[src/mfac_pkg.sv]
// Package with constants and types of the motor fault acknowledge controller.
package mfac_pkg;
	// Clock and timebase.
	localparam int CLK_PERIOD_NS = 50;
	localparam int T_TICK_NS = 1000000;
	// Times in milliseconds.
	localparam int T_PRESS_ACK_MS = 2000;
	localparam int T_PARAM_MS = 6000;
	localparam int T_SHOW_MS = 3000;
	localparam int T_BLANK_MS = 300;
	localparam int T_BLANK_PERIOD_MS = 2000;
	localparam int T_ASYM_SLOW_MS = 120000;
	localparam int T_ASYM_FAST_MS = 2000;
	localparam int T_REMOTE_MS = 2000;
	localparam int T_BLOCK_MS = 2000;
	localparam int T_COOL_MS = 1200000;
	localparam int T_OVL_MS = 10000;
	localparam int T_LAMPTEST_MS = 1000;
	localparam int T_DEBOUNCE_MS = 20;
	localparam int T_FLASH_MS = 500;
	// Currents in milliamperes.
	localparam int RATED_BASE_MA = 75;
	localparam int RATED_STEP_MA = 35;
	localparam int BLOCK_ARM_MA = 45000;
	localparam int I_SAT_MA = 65535;
	// Register offsets.
	localparam logic [11:0] OFS_CTRL = 12'h000;
	localparam logic [11:0] OFS_STATUS = 12'h004;
	localparam logic [11:0] OFS_STEP = 12'h008;
	// Field positions.
	localparam int CTRL_ACK_BIT = 0;
	localparam int CTRL_REM_EN_BIT = 1;
	// Reset values.
	localparam logic [1:0] CTRL_RST = 2'h2;
	localparam logic [3:0] STEP_RST = 4'h0;
	// External fault latch bit positions.
	localparam int EXT_PIN = 0;
	localparam int EXT_ASYM = 1;
	localparam int EXT_BLOCK = 2;
	localparam int EXT_OVL = 3;
	localparam int EXT_REMOTE = 4;
	localparam int EXT_N = 5;
	// Lamp set, code order power, fault, ccw, cw.
	typedef struct packed {
		logic power;
		logic fault;
		logic ccw;
		logic cw;
	} mfac_lamps_t;
	typedef enum logic [2:0] {
		ST_LAMPTEST, ST_RUN, ST_PARAM, ST_SHOW
	} mfac_state_t;
endpackage

[src/mfac_top.sv]
// Motor fault acknowledge controller with APB register access.
// How it works
// - Any latched fault switches the motor power path off.
// - Fault lamp flashes for external errors and is steady for internal ones.
// - Internal errors latch permanently; no acknowledgement clears them.
// - External errors clear on acknowledgement once their cause is gone.
// - A message flashes the power lamp while no fault is latched, keeps power on, needs no acknowledgement.
// - Phase deviation of at least one third trips the motor once it has lasted over two minutes.
// - Phase deviation of at least two thirds trips within two seconds.
// - Front button released under two seconds acknowledges external errors.
// - Front button held over two seconds gives no acknowledgement.
// - Holding over six seconds with no fault latched enters parameterisation; all lamps blank on entry.
// - A rising edge on the remote input acknowledges.
// - Remote input still high two seconds after rising raises an error.
// - With auto strap set, overload trip clears after twenty minutes cooldown.
// - Check-back relay is energised while an error or message is active.
// - Parameterisation quantises the potentiometer into sixteen current steps.
// - Lamps show the step as code power, fault, ccw, cw.
// - Another button press in parameterisation commits the step to storage.
// - Press of two to six seconds shows stored step three seconds when idle.
// - Parameterisation blanks all lamps 0.3 s every two seconds.
// - Blockage monitoring is armed once motor current reaches 45 A.
// - After reset all four lamps light together as a lamp test.
// - Current saturated for over two seconds while armed flags a blockage.
module mfac_top #(
	parameter int CW = 16,
	parameter int TICK_CYC = mfac_pkg::T_TICK_NS / mfac_pkg::CLK_PERIOD_NS,
	parameter logic [23:0] T_PRESS = 24'(mfac_pkg::T_PRESS_ACK_MS),
	parameter logic [23:0] T_PARAM = 24'(mfac_pkg::T_PARAM_MS),
	parameter logic [23:0] T_SHOW = 24'(mfac_pkg::T_SHOW_MS),
	parameter logic [23:0] T_BLANK = 24'(mfac_pkg::T_BLANK_MS),
	parameter logic [23:0] T_BLANK_PER = 24'(mfac_pkg::T_BLANK_PERIOD_MS),
	parameter logic [23:0] T_ASYM_SLOW = 24'(mfac_pkg::T_ASYM_SLOW_MS),
	parameter logic [23:0] T_ASYM_FAST = 24'(mfac_pkg::T_ASYM_FAST_MS),
	parameter logic [23:0] T_REMOTE = 24'(mfac_pkg::T_REMOTE_MS),
	parameter logic [23:0] T_BLOCK = 24'(mfac_pkg::T_BLOCK_MS),
	parameter logic [23:0] T_COOL = 24'(mfac_pkg::T_COOL_MS),
	parameter logic [23:0] T_OVL = 24'(mfac_pkg::T_OVL_MS),
	parameter logic [23:0] T_LAMPTEST = 24'(mfac_pkg::T_LAMPTEST_MS),
	parameter logic [23:0] T_DEBOUNCE = 24'(mfac_pkg::T_DEBOUNCE_MS),
	parameter logic [23:0] T_FLASH = 24'(mfac_pkg::T_FLASH_MS)
) (
	// Clock and reset.
	input wire logic pclk,
	input wire logic presetn,
	// APB slave.
	input wire logic psel,
	input wire logic penable,
	input wire logic pwrite,
	input wire logic [11:0] paddr,
	input wire logic [31:0] pwdata,
	output logic [31:0] prdata,
	output logic pready,
	output logic pslverr,
	// Pins from outside the clock domain.
	input wire logic btn_front,
	input wire logic remote_ack,
	input wire logic auto_strap,
	input wire logic dir_cw,
	input wire logic dir_ccw,
	input wire logic ext_fault,
	// Same-clock inputs from measurement and self test.
	input wire logic [CW-1:0] i_l1,
	input wire logic [CW-1:0] i_l3,
	input wire logic [7:0] pot_pos,
	input wire logic int_fault,
	input wire logic msg_cond,
	// Outputs.
	output logic motor_en,
	output logic check_relay,
	output mfac_pkg::mfac_lamps_t lamps,
	output logic nv_we,
	output logic [3:0] nv_data
);
	localparam int NS = 6;
	logic [NS-1:0] sync1, sync2;
	logic [15:0] tick_cnt;
	logic tick;
	logic btn_db, rem_db, btn_prev, rem_prev;
	logic [23:0] btn_deb_ms, rem_deb_ms;
	logic [23:0] press_ms, rem_ms, lt_ms, param_ms, show_ms, flash_ms;
	logic [23:0] slow_ms, fast_ms, blk_ms, ovl_ms, cool_ms;
	logic blink, param_armed, blk_armed, int_lat;
	logic [mfac_pkg::EXT_N-1:0] ext_lat, ext_set, ext_live, ext_clr;
	logic [1:0] ctrl;
	logic sw_ack;
	logic [3:0] step_stored;
	mfac_pkg::mfac_state_t st;
	mfac_pkg::mfac_lamps_t next_lamps;
	logic btn_rel, rem_rise, ack_evt, fault_any, drv, drive_ccw;
	logic [CW-1:0] imax, imin, iref;
	logic asym33, asym67, sat, ovl_now;

	function automatic logic [CW-1:0] rated_of(input logic [3:0] s);
		rated_of = CW'(mfac_pkg::RATED_BASE_MA + mfac_pkg::RATED_STEP_MA * s);
	endfunction

	function automatic logic ratio_ge(input logic [CW-1:0] d,
		input logic [CW-1:0] r, input logic [1:0] num);
		ratio_ge = ({2'h0, d} * 3) >= ({2'h0, r} * num);
	endfunction

	function automatic logic [23:0] inc_sat(input logic [23:0] v);
		inc_sat = (v == 24'hFFFFFF) ? v : v + 24'h000001;
	endfunction

	// Two-flop synchronisers for all pins.
	always_ff @(posedge pclk or negedge presetn) begin
		if (!presetn) begin
			sync1 <= '0;
			sync2 <= '0;
		end else begin
			sync1 <= {ext_fault, dir_ccw, dir_cw, auto_strap, remote_ack,
				btn_front};
			sync2 <= sync1;
		end
	end

	// Millisecond tick.
	always_ff @(posedge pclk or negedge presetn) begin
		if (!presetn) begin
			tick_cnt <= 16'h0000;
			tick <= 1'b0;
		end else begin
			tick <= (tick_cnt == 16'(TICK_CYC - 1));
			tick_cnt <= (tick_cnt == 16'(TICK_CYC - 1)) ? 16'h0000 :
				tick_cnt + 16'h0001;
		end
	end

	// Debounce of front button and remote acknowledge.
	always_ff @(posedge pclk or negedge presetn) begin
		if (!presetn) begin
			btn_db <= 1'b0;
			rem_db <= 1'b0;
			btn_deb_ms <= 24'h000000;
			rem_deb_ms <= 24'h000000;
			btn_prev <= 1'b0;
			rem_prev <= 1'b0;
		end else begin
			btn_prev <= btn_db;
			rem_prev <= rem_db;
			if (sync2[0] == btn_db)
				btn_deb_ms <= 24'h000000;
			else if (tick && btn_deb_ms == T_DEBOUNCE)
				btn_db <= sync2[0];
			else if (tick)
				btn_deb_ms <= btn_deb_ms + 24'h000001;
			if (sync2[1] == rem_db)
				rem_deb_ms <= 24'h000000;
			else if (tick && rem_deb_ms == T_DEBOUNCE)
				rem_db <= sync2[1];
			else if (tick)
				rem_deb_ms <= rem_deb_ms + 24'h000001;
		end
	end

	assign btn_rel = btn_prev && !btn_db;
	assign rem_rise = !rem_prev && rem_db && ctrl[mfac_pkg::CTRL_REM_EN_BIT];
	assign drv = sync2[3] || sync2[4];
	assign drive_ccw = sync2[4];
	assign fault_any = int_lat || (|ext_lat);
	assign imax = (i_l1 > i_l3) ? i_l1 : i_l3;
	assign imin = (i_l1 > i_l3) ? i_l3 : i_l1;
	assign iref = (imax > rated_of(step_stored)) ? imax :
		rated_of(step_stored);
	assign asym33 = drv && ratio_ge(imax - imin, iref, 2'h1);
	assign asym67 = drv && ratio_ge(imax - imin, iref, 2'h2);
	assign sat = imax >= CW'(mfac_pkg::I_SAT_MA);
	assign ovl_now = drv && imax > rated_of(step_stored);
	assign ack_evt = (btn_rel && press_ms < T_PRESS && st == mfac_pkg::ST_RUN)
		|| rem_rise || sw_ack;

	// Press duration, remote high time and flash timebase.
	always_ff @(posedge pclk or negedge presetn) begin
		if (!presetn) begin
			press_ms <= 24'h000000;
			rem_ms <= 24'h000000;
			flash_ms <= 24'h000000;
			blink <= 1'b0;
		end else begin
			if (!btn_db && !btn_prev)
				press_ms <= 24'h000000;
			else if (tick && btn_db)
				press_ms <= inc_sat(press_ms);
			if (!rem_db)
				rem_ms <= 24'h000000;
			else if (tick)
				rem_ms <= inc_sat(rem_ms);
			if (tick && flash_ms >= T_FLASH - 24'h000001) begin
				flash_ms <= 24'h000000;
				blink <= !blink;
			end else if (tick)
				flash_ms <= flash_ms + 24'h000001;
		end
	end

	// Supervision timers for asymmetry, blockage and overload.
	always_ff @(posedge pclk or negedge presetn) begin
		if (!presetn) begin
			slow_ms <= 24'h000000;
			fast_ms <= 24'h000000;
			blk_ms <= 24'h000000;
			ovl_ms <= 24'h000000;
			cool_ms <= 24'h000000;
			blk_armed <= 1'b0;
		end else begin
			slow_ms <= !asym33 ? 24'h000000 : tick ? inc_sat(slow_ms) :
				slow_ms;
			fast_ms <= !asym67 ? 24'h000000 : tick ? inc_sat(fast_ms) :
				fast_ms;
			if (!drv)
				blk_armed <= 1'b0;
			else if (imax >= CW'(mfac_pkg::BLOCK_ARM_MA))
				blk_armed <= 1'b1;
			blk_ms <= !(sat && blk_armed) ? 24'h000000 :
				tick ? inc_sat(blk_ms) : blk_ms;
			ovl_ms <= !ovl_now ? 24'h000000 : tick ? inc_sat(ovl_ms) : ovl_ms;
			cool_ms <= !ext_lat[mfac_pkg::EXT_OVL] ? 24'h000000 :
				tick ? inc_sat(cool_ms) : cool_ms;
		end
	end

	// Fault sources and their live causes.
	always_comb begin
		ext_set = '0;
		ext_live = '0;
		ext_set[mfac_pkg::EXT_PIN] = sync2[5];
		ext_live[mfac_pkg::EXT_PIN] = sync2[5];
		ext_set[mfac_pkg::EXT_ASYM] = (slow_ms > T_ASYM_SLOW) ||
			(fast_ms > T_ASYM_FAST - 24'h000001);
		ext_live[mfac_pkg::EXT_ASYM] = asym33;
		ext_set[mfac_pkg::EXT_BLOCK] = blk_ms > T_BLOCK;
		ext_live[mfac_pkg::EXT_BLOCK] = sat;
		ext_set[mfac_pkg::EXT_OVL] = ovl_ms >= T_OVL;
		ext_live[mfac_pkg::EXT_OVL] = cool_ms < T_COOL;
		ext_set[mfac_pkg::EXT_REMOTE] = rem_db && rem_ms >= T_REMOTE;
		ext_live[mfac_pkg::EXT_REMOTE] = rem_db;
		ext_clr = ack_evt ? ~ext_live : '0;
		if (sync2[2] && cool_ms >= T_COOL)
			ext_clr[mfac_pkg::EXT_OVL] = 1'b1;
	end

	// Fault latches; a new event wins over a clear.
	always_ff @(posedge pclk or negedge presetn) begin
		if (!presetn) begin
			ext_lat <= '0;
			int_lat <= 1'b0;
		end else begin
			ext_lat <= (ext_lat & ~ext_clr) | ext_set;
			if (int_fault)
				int_lat <= 1'b1;
		end
	end

	// Operating mode sequence.
	always_ff @(posedge pclk or negedge presetn) begin
		if (!presetn) begin
			st <= mfac_pkg::ST_LAMPTEST;
			lt_ms <= 24'h000000;
			param_ms <= 24'h000000;
			show_ms <= 24'h000000;
			param_armed <= 1'b0;
			step_stored <= mfac_pkg::STEP_RST;
			nv_we <= 1'b0;
			nv_data <= mfac_pkg::STEP_RST;
		end else begin
			nv_we <= 1'b0;
			case (st)
				mfac_pkg::ST_LAMPTEST: begin
					if (tick)
						lt_ms <= lt_ms + 24'h000001;
					if (lt_ms >= T_LAMPTEST)
						st <= mfac_pkg::ST_RUN;
				end
				mfac_pkg::ST_RUN: begin
					if (btn_db && press_ms > T_PARAM && !fault_any) begin
						st <= mfac_pkg::ST_PARAM;
						param_ms <= 24'h000000;
						param_armed <= 1'b0;
					end else if (btn_rel && press_ms >= T_PRESS &&
						press_ms <= T_PARAM && !drv && !fault_any) begin
						st <= mfac_pkg::ST_SHOW;
						show_ms <= 24'h000000;
					end
				end
				mfac_pkg::ST_PARAM: begin
					if (tick)
						param_ms <= (param_ms >= T_BLANK_PER - 24'h000001) ?
							24'h000000 : param_ms + 24'h000001;
					if (btn_rel && !param_armed)
						param_armed <= 1'b1;
					else if (btn_rel) begin
						step_stored <= pot_pos[7:4];
						nv_data <= pot_pos[7:4];
						nv_we <= 1'b1;
						st <= mfac_pkg::ST_RUN;
					end
				end
				mfac_pkg::ST_SHOW: begin
					if (tick)
						show_ms <= show_ms + 24'h000001;
					if (show_ms >= T_SHOW)
						st <= mfac_pkg::ST_RUN;
				end
				default: st <= mfac_pkg::ST_RUN;
			endcase
		end
	end

	// Lamp pattern for the present mode.
	always_comb begin
		next_lamps = '0;
		case (st)
			mfac_pkg::ST_LAMPTEST: next_lamps = '1;
			mfac_pkg::ST_PARAM: begin
				if (param_ms >= T_BLANK)
					next_lamps = mfac_pkg::mfac_lamps_t'(pot_pos[7:4]);
			end
			mfac_pkg::ST_SHOW:
				next_lamps = mfac_pkg::mfac_lamps_t'(step_stored);
			default: begin
				next_lamps.power = (msg_cond && !fault_any) ? blink : 1'b1;
				next_lamps.fault = int_lat || ((|ext_lat) && blink);
				next_lamps.ccw = drive_ccw;
				next_lamps.cw = sync2[3];
			end
		endcase
	end

	// Power path, relay and lamps.
	always_ff @(posedge pclk or negedge presetn) begin
		if (!presetn) begin
			motor_en <= 1'b0;
			check_relay <= 1'b0;
			lamps <= '0;
		end else begin
			motor_en <= drv && !fault_any && st != mfac_pkg::ST_LAMPTEST &&
				st != mfac_pkg::ST_PARAM;
			check_relay <= fault_any || msg_cond;
			lamps <= next_lamps;
		end
	end

	// APB slave: data latched in setup, answered in the access cycle.
	always_ff @(posedge pclk or negedge presetn) begin
		if (!presetn) begin
			ctrl <= mfac_pkg::CTRL_RST;
			sw_ack <= 1'b0;
			prdata <= 32'h00000000;
			pready <= 1'b0;
			pslverr <= 1'b0;
		end else begin
			pready <= 1'b1;
			sw_ack <= 1'b0;
			if (psel && !penable) begin
				prdata <= 32'h00000000;
				pslverr <= 1'b0;
				if (paddr == mfac_pkg::OFS_CTRL) begin
					if (!pwrite)
						prdata <= {30'h00000000, ctrl};
				end else if (paddr == mfac_pkg::OFS_STATUS) begin
					if (!pwrite)
						prdata <= {21'h000000, 1'(st), st == mfac_pkg::ST_PARAM,
							int_lat, ext_lat, msg_cond, check_relay, motor_en};
				end else if (paddr == mfac_pkg::OFS_STEP) begin
					if (!pwrite)
						prdata <= {24'h000000, pot_pos[7:4], step_stored};
				end else
					pslverr <= 1'b1;
			end
			if (psel && penable && pwrite && paddr == mfac_pkg::OFS_CTRL) begin
				ctrl <= pwdata[1:0];
				sw_ack <= pwdata[mfac_pkg::CTRL_ACK_BIT];
			end
		end
	end
endmodule // mfac_top

[config.mk]
export PLATFORM = sky130hd
export DESIGN_NAME = mfac_top
export DESIGN_NICKNAME = d
export VERILOG_FILES = /design/src/mfac_pkg.sv /design/src/mfac_top.sv
export SDC_FILE = /design/constraint.sdc
export NUM_CORES = 1
export LEC_CHECK = 0
export CAP_MARGIN = 10
export CORE_ASPECT_RATIO = 0.7
export CORE_UTILIZATION = 50
export CTS_CLUSTER_SIZE = 12
export DETAILED_ROUTE_END_ITERATION = 16
export DONT_BUFFER_PORTS = 1
export PLACE_DENSITY = 0.69
export SYNTH_ARGS = -nofsm -noshare
export SYNTH_HDL_FRONTEND = slang
export SYNTH_SLANG_ARGS = --single-unit
[constraint.sdc]
create_clock -name pclk -period 8.09 [get_ports pclk]
set_clock_uncertainty 0.15 [all_clocks]
set_input_delay 0 -clock pclk [delete_from_list [all_inputs] [get_ports pclk]]
set_output_delay 0 -clock pclk [all_outputs]
set_load 0.03 [all_outputs]
==> summary.md <==
| Metric | Value |
|---|---|
| CTS root buf | `clkbuf_16` |
| Final hold slack | `-977 ps` |
| CP peak stage delay | `570 ps` |
| Critical path class | `reg -> reg` |
| Routed WL per cell | `16.3 um` |
| Post-synth EDFFs | `0` |
| Seq cells post-synth | `383` |
| Final Hold Vio Count | `383` |
| Hold WC Path Type | `in -> async` |
| DRT iter0 DRCs | `1463` |
| Count of different cell masters after synthesis | `95` |
| Max Buffers Root-to-Sink | `3` |
| GP Congestion | `0.948` |
| Post-route antenna net violation count | `0` |
| # DRC | `0` |
| Area share of fa/ha/maj cells after synthesis | `0.0641` |
| Cell Area, Placed | `0.0237 mm^2` |
| PortBufs | `0` |
| Number of global-route vias before repair | `17500` |
| Main combinational cell family by area after synthesis | `simple AND/OR/NAND/NOR gates` |
| CP max-delay cell | `dfrtp_2` |
| Cell row count | `65` |
| Setup WS post-layout | `617 ps` |
| Gr ovfl total | `0` |
| Synth Area in XOR/XNOR | `0.105` |
| CTS tree | `done` |
| Post-route cell area | `0.0254 mm^2` |
| Die Y | `182 um` |
| R2r setup slk | `620 ps` |
| Syn Inst Count | `2525` |
| Die area | `0.0472 mm^2` |
| First-pass GRT wire length | `86.5 mm` |
| Largest net degree at the start of global routing | `384` |
| Share of synthesized cell area in and, or, nand and nor gates | `0.231` |
| Filler cell count | `4006` |
| Horiz. Die Dim | `259 um` |
| Cell area after synthesis | `0.0232 mm^2` |
| Violated checks | `negative hold slack` |
| Worst r2r src | `step_stored[2]$_DFFE_PN0P_` |
| Vias | `18200` |
| Fmax | `134 MHz` |
| CP delay by family, top | `compound AO/OA/AOI/OAI gates` |
| Period utilization | `0.924` |
| Ys async rst share | `1.00` |
| Crit start category | `flop` |
| Post-Route WL | `52.1 mm` |
| Clock sinks | `383` |
| # hold bufs at CTS | `42` |
| WP data arrival | `7730 ps` |
| Worst-path clk slew | `70 ps` |
| RSZ-0062 raised after global routing | `no` |
| Run status | `finished with violations` |
| Leakage | `11.1 nW` |
| Worst VDD drop | `0.169 mV` |
| Layout net count | `2783` |
| Area Growth Syn to Fin | `9.55%` |
| Synthesis Warnings | `0` |
| Post-layout minimum cycle time | `7470 ps` |
| Final setup viols | `0` |
| Initial Utilization | `0.511` |
| Initial antenna violation count | `1` |
| Syn avg cell area | `9.18 um^2` |
| CP Max Fanout | `24` |
| CTS H-tree lvls | `2` |
| Max-cap check violation count | `0` |
| Post-synthesis compound-gate area fraction | `0.131` |
| Most common cell after layout, fill and taps aside | `dfrtp_1` |
| Core Area | `0.0454 mm^2` |
| Final Max Slew Viols | `0` |
| Share of cells above drive strength 1 | `0.0618` |
| Inserted Clock Buffers | `40` |
| Most used cell, CP | `a21o_1` |
| Main synth FF type | `dfrtp_1` |
| Mux contribution to synthesized area | `0.0171` |
| Pwr/cell area | `199 mW/mm^2` |
| Post-CTS setup buffer count | `0` |
| Drt first pass iters | `5` |
| Post-DP HPWL | `36.9 mm` |
| Overall Power | `0.00504 W` |
| Slew @ Worst Pin | `1240 ps` |
| Critical Path RT | `8350 ps` |
| DP Worst Slack | `429 ps` |
| CP bufs+invs | `5` |
| Top Ports | `142` |
| FF-to-FF End | `fast_ms[7]$_DFFE_PN0P_` |
| Worst setup EP type | `flop` |
| Final core utilization | `0.559` |
| Most frequent cells in the layout | `dfrtp_1, nor2_1, nand2_1` |
| Worst R2R Path Depth | `36` |
| Register area share after synthesis | `0.414` |
| Slew HR | `0.172` |
| Setup TNS | `0 ps` |
| Total track usage | `0.221` |
| Average vias per placed instance | `5.72` |
| Clock latency on the worst-skew pair | `530 ps` |
cells in the mapped netlist (all sizes together), types with 59 or more instances:
cell,n,share of area
nand3,120,0.026
o21ai,103,0.023
inv,109,0.018
dfrtp,382,0.41
xnor2,143,0.055
nand4,74,0.021
nand2,227,0.037
nor3,59,0.014
nor2,304,0.049
ha,114,0.062
a21oi,130,0.029
xor2,134,0.051
state kept, by name (all words and copies together), names as in the netlist, 2 cells and up:
signal       count
blk_ms          24
btn_deb_ms      24
cool_ms         24
ctrl             2
ext_lat          5
fast_ms         24
flash_ms        24
lamps            4
lt_ms           24
ovl_ms          24
param_ms        24
prdata          11
press_ms        24
rem_deb_ms      24
rem_ms          24
show_ms         24
slow_ms         24
st               2
step_stored      4
sync1            6
sync2            6
tick_cnt        16
where the power goes:
part	internal (W)	switching (W)	leakage, nW
clock	0.00101	0.000736	0.587
sequential	0.00192	0.0000124	5.24
combinational	0.000540	0.000817	5.30
total	0.00348	0.00157	11.1
per-stage QoR:
stage               cells  hold slack, ps
finish               3191            -977
detailed placement   3086            -415
floorplan            2545            -446
global placement     3086            -416
CTS                  3188            -997
global route         3191           -1000
worst max-delay path by stage:
| stage | startpoint | end | slack, ps | depth (start not counted) |
|---|---|---|---|---|
| after floorplan | i_l3[14] | slow_ms[15]$_DFFE_PN0P_ | 870 | 39 |
| after global placement | step_stored[2]$_DFFE_PN0P_ | fast_ms[3]$_DFFE_PN0P_ | 550 | 36 |
| after detailed placement | step_stored[2]$_DFFE_PN0P_ | fast_ms[3]$_DFFE_PN0P_ | 430 | 36 |
| after CTS | step_stored[2]$_DFFE_PN0P_ | fast_ms[3]$_DFFE_PN0P_ | 410 | 36 |
| after global routing | step_stored[2]$_DFFE_PN0P_ | fast_ms[18]$_DFFE_PN0P_ | 110 | 36 |
| final | step_stored[2]$_DFFE_PN0P_ | fast_ms[7]$_DFFE_PN0P_ | 620 | 36 |
routing by layer:
metal  part of all wire  routed length, um  track usage  vias up
met5                  0                  0            0        -
li1                   -                  -            -     8935
met2               0.43              22600        0.331      383
met4              0.027               1410       0.0661        0
met1               0.49              25400        0.328     8860
met3              0.051               2640       0.0346       71
layout make-up:
cell class | count | area (um^2) | area share
multi-input combinational | 1969 | 12800 | 0.505
tap | 603 | 754 | 0.0297
inverter | 109 | 409 | 0.0161
clock inverter | 4 | 47.5 | 0.00187
antenna | 1 | 2.50 | 0.0000986
timing repair buffer | 66 | 624 | 0.0246
sequential | 383 | 9590 | 0.378
clock buffer | 56 | 1150 | 0.0454
timing repair:
item | in CTS | in global routing
resized for setup | 0 | 1
hold endpoints to repair | 416 | 383
setup endpoints to repair | 0 | 24
worst reg2reg max path, delay by kind of cell (launching register included):
| kind | cells | cell delay [ps] |
|---|---|---|
| adders and majority gates | 4 | 1410 |
| and+or+nand+nor | 4 | 550 |
| xor gates and xnor gates | 2 | 390 |
| buffers and inverters | 5 | 910 |
| DFF | 1 | 570 |
| AOI/OAI and AO/OA | 21 | 3400 |
cells by family after synthesis:
| kind of cell | after synthesis |
|---|---|
| mux | 38 |
| flops | 383 |
| buf+inv | 193 |
| fa+ha+maj | 117 |
| simple gates | 1080 |
| other cells | 2 |
| compound gates | 435 |
| xor+xnor | 277 |
(Power assumes the default switching activity.)
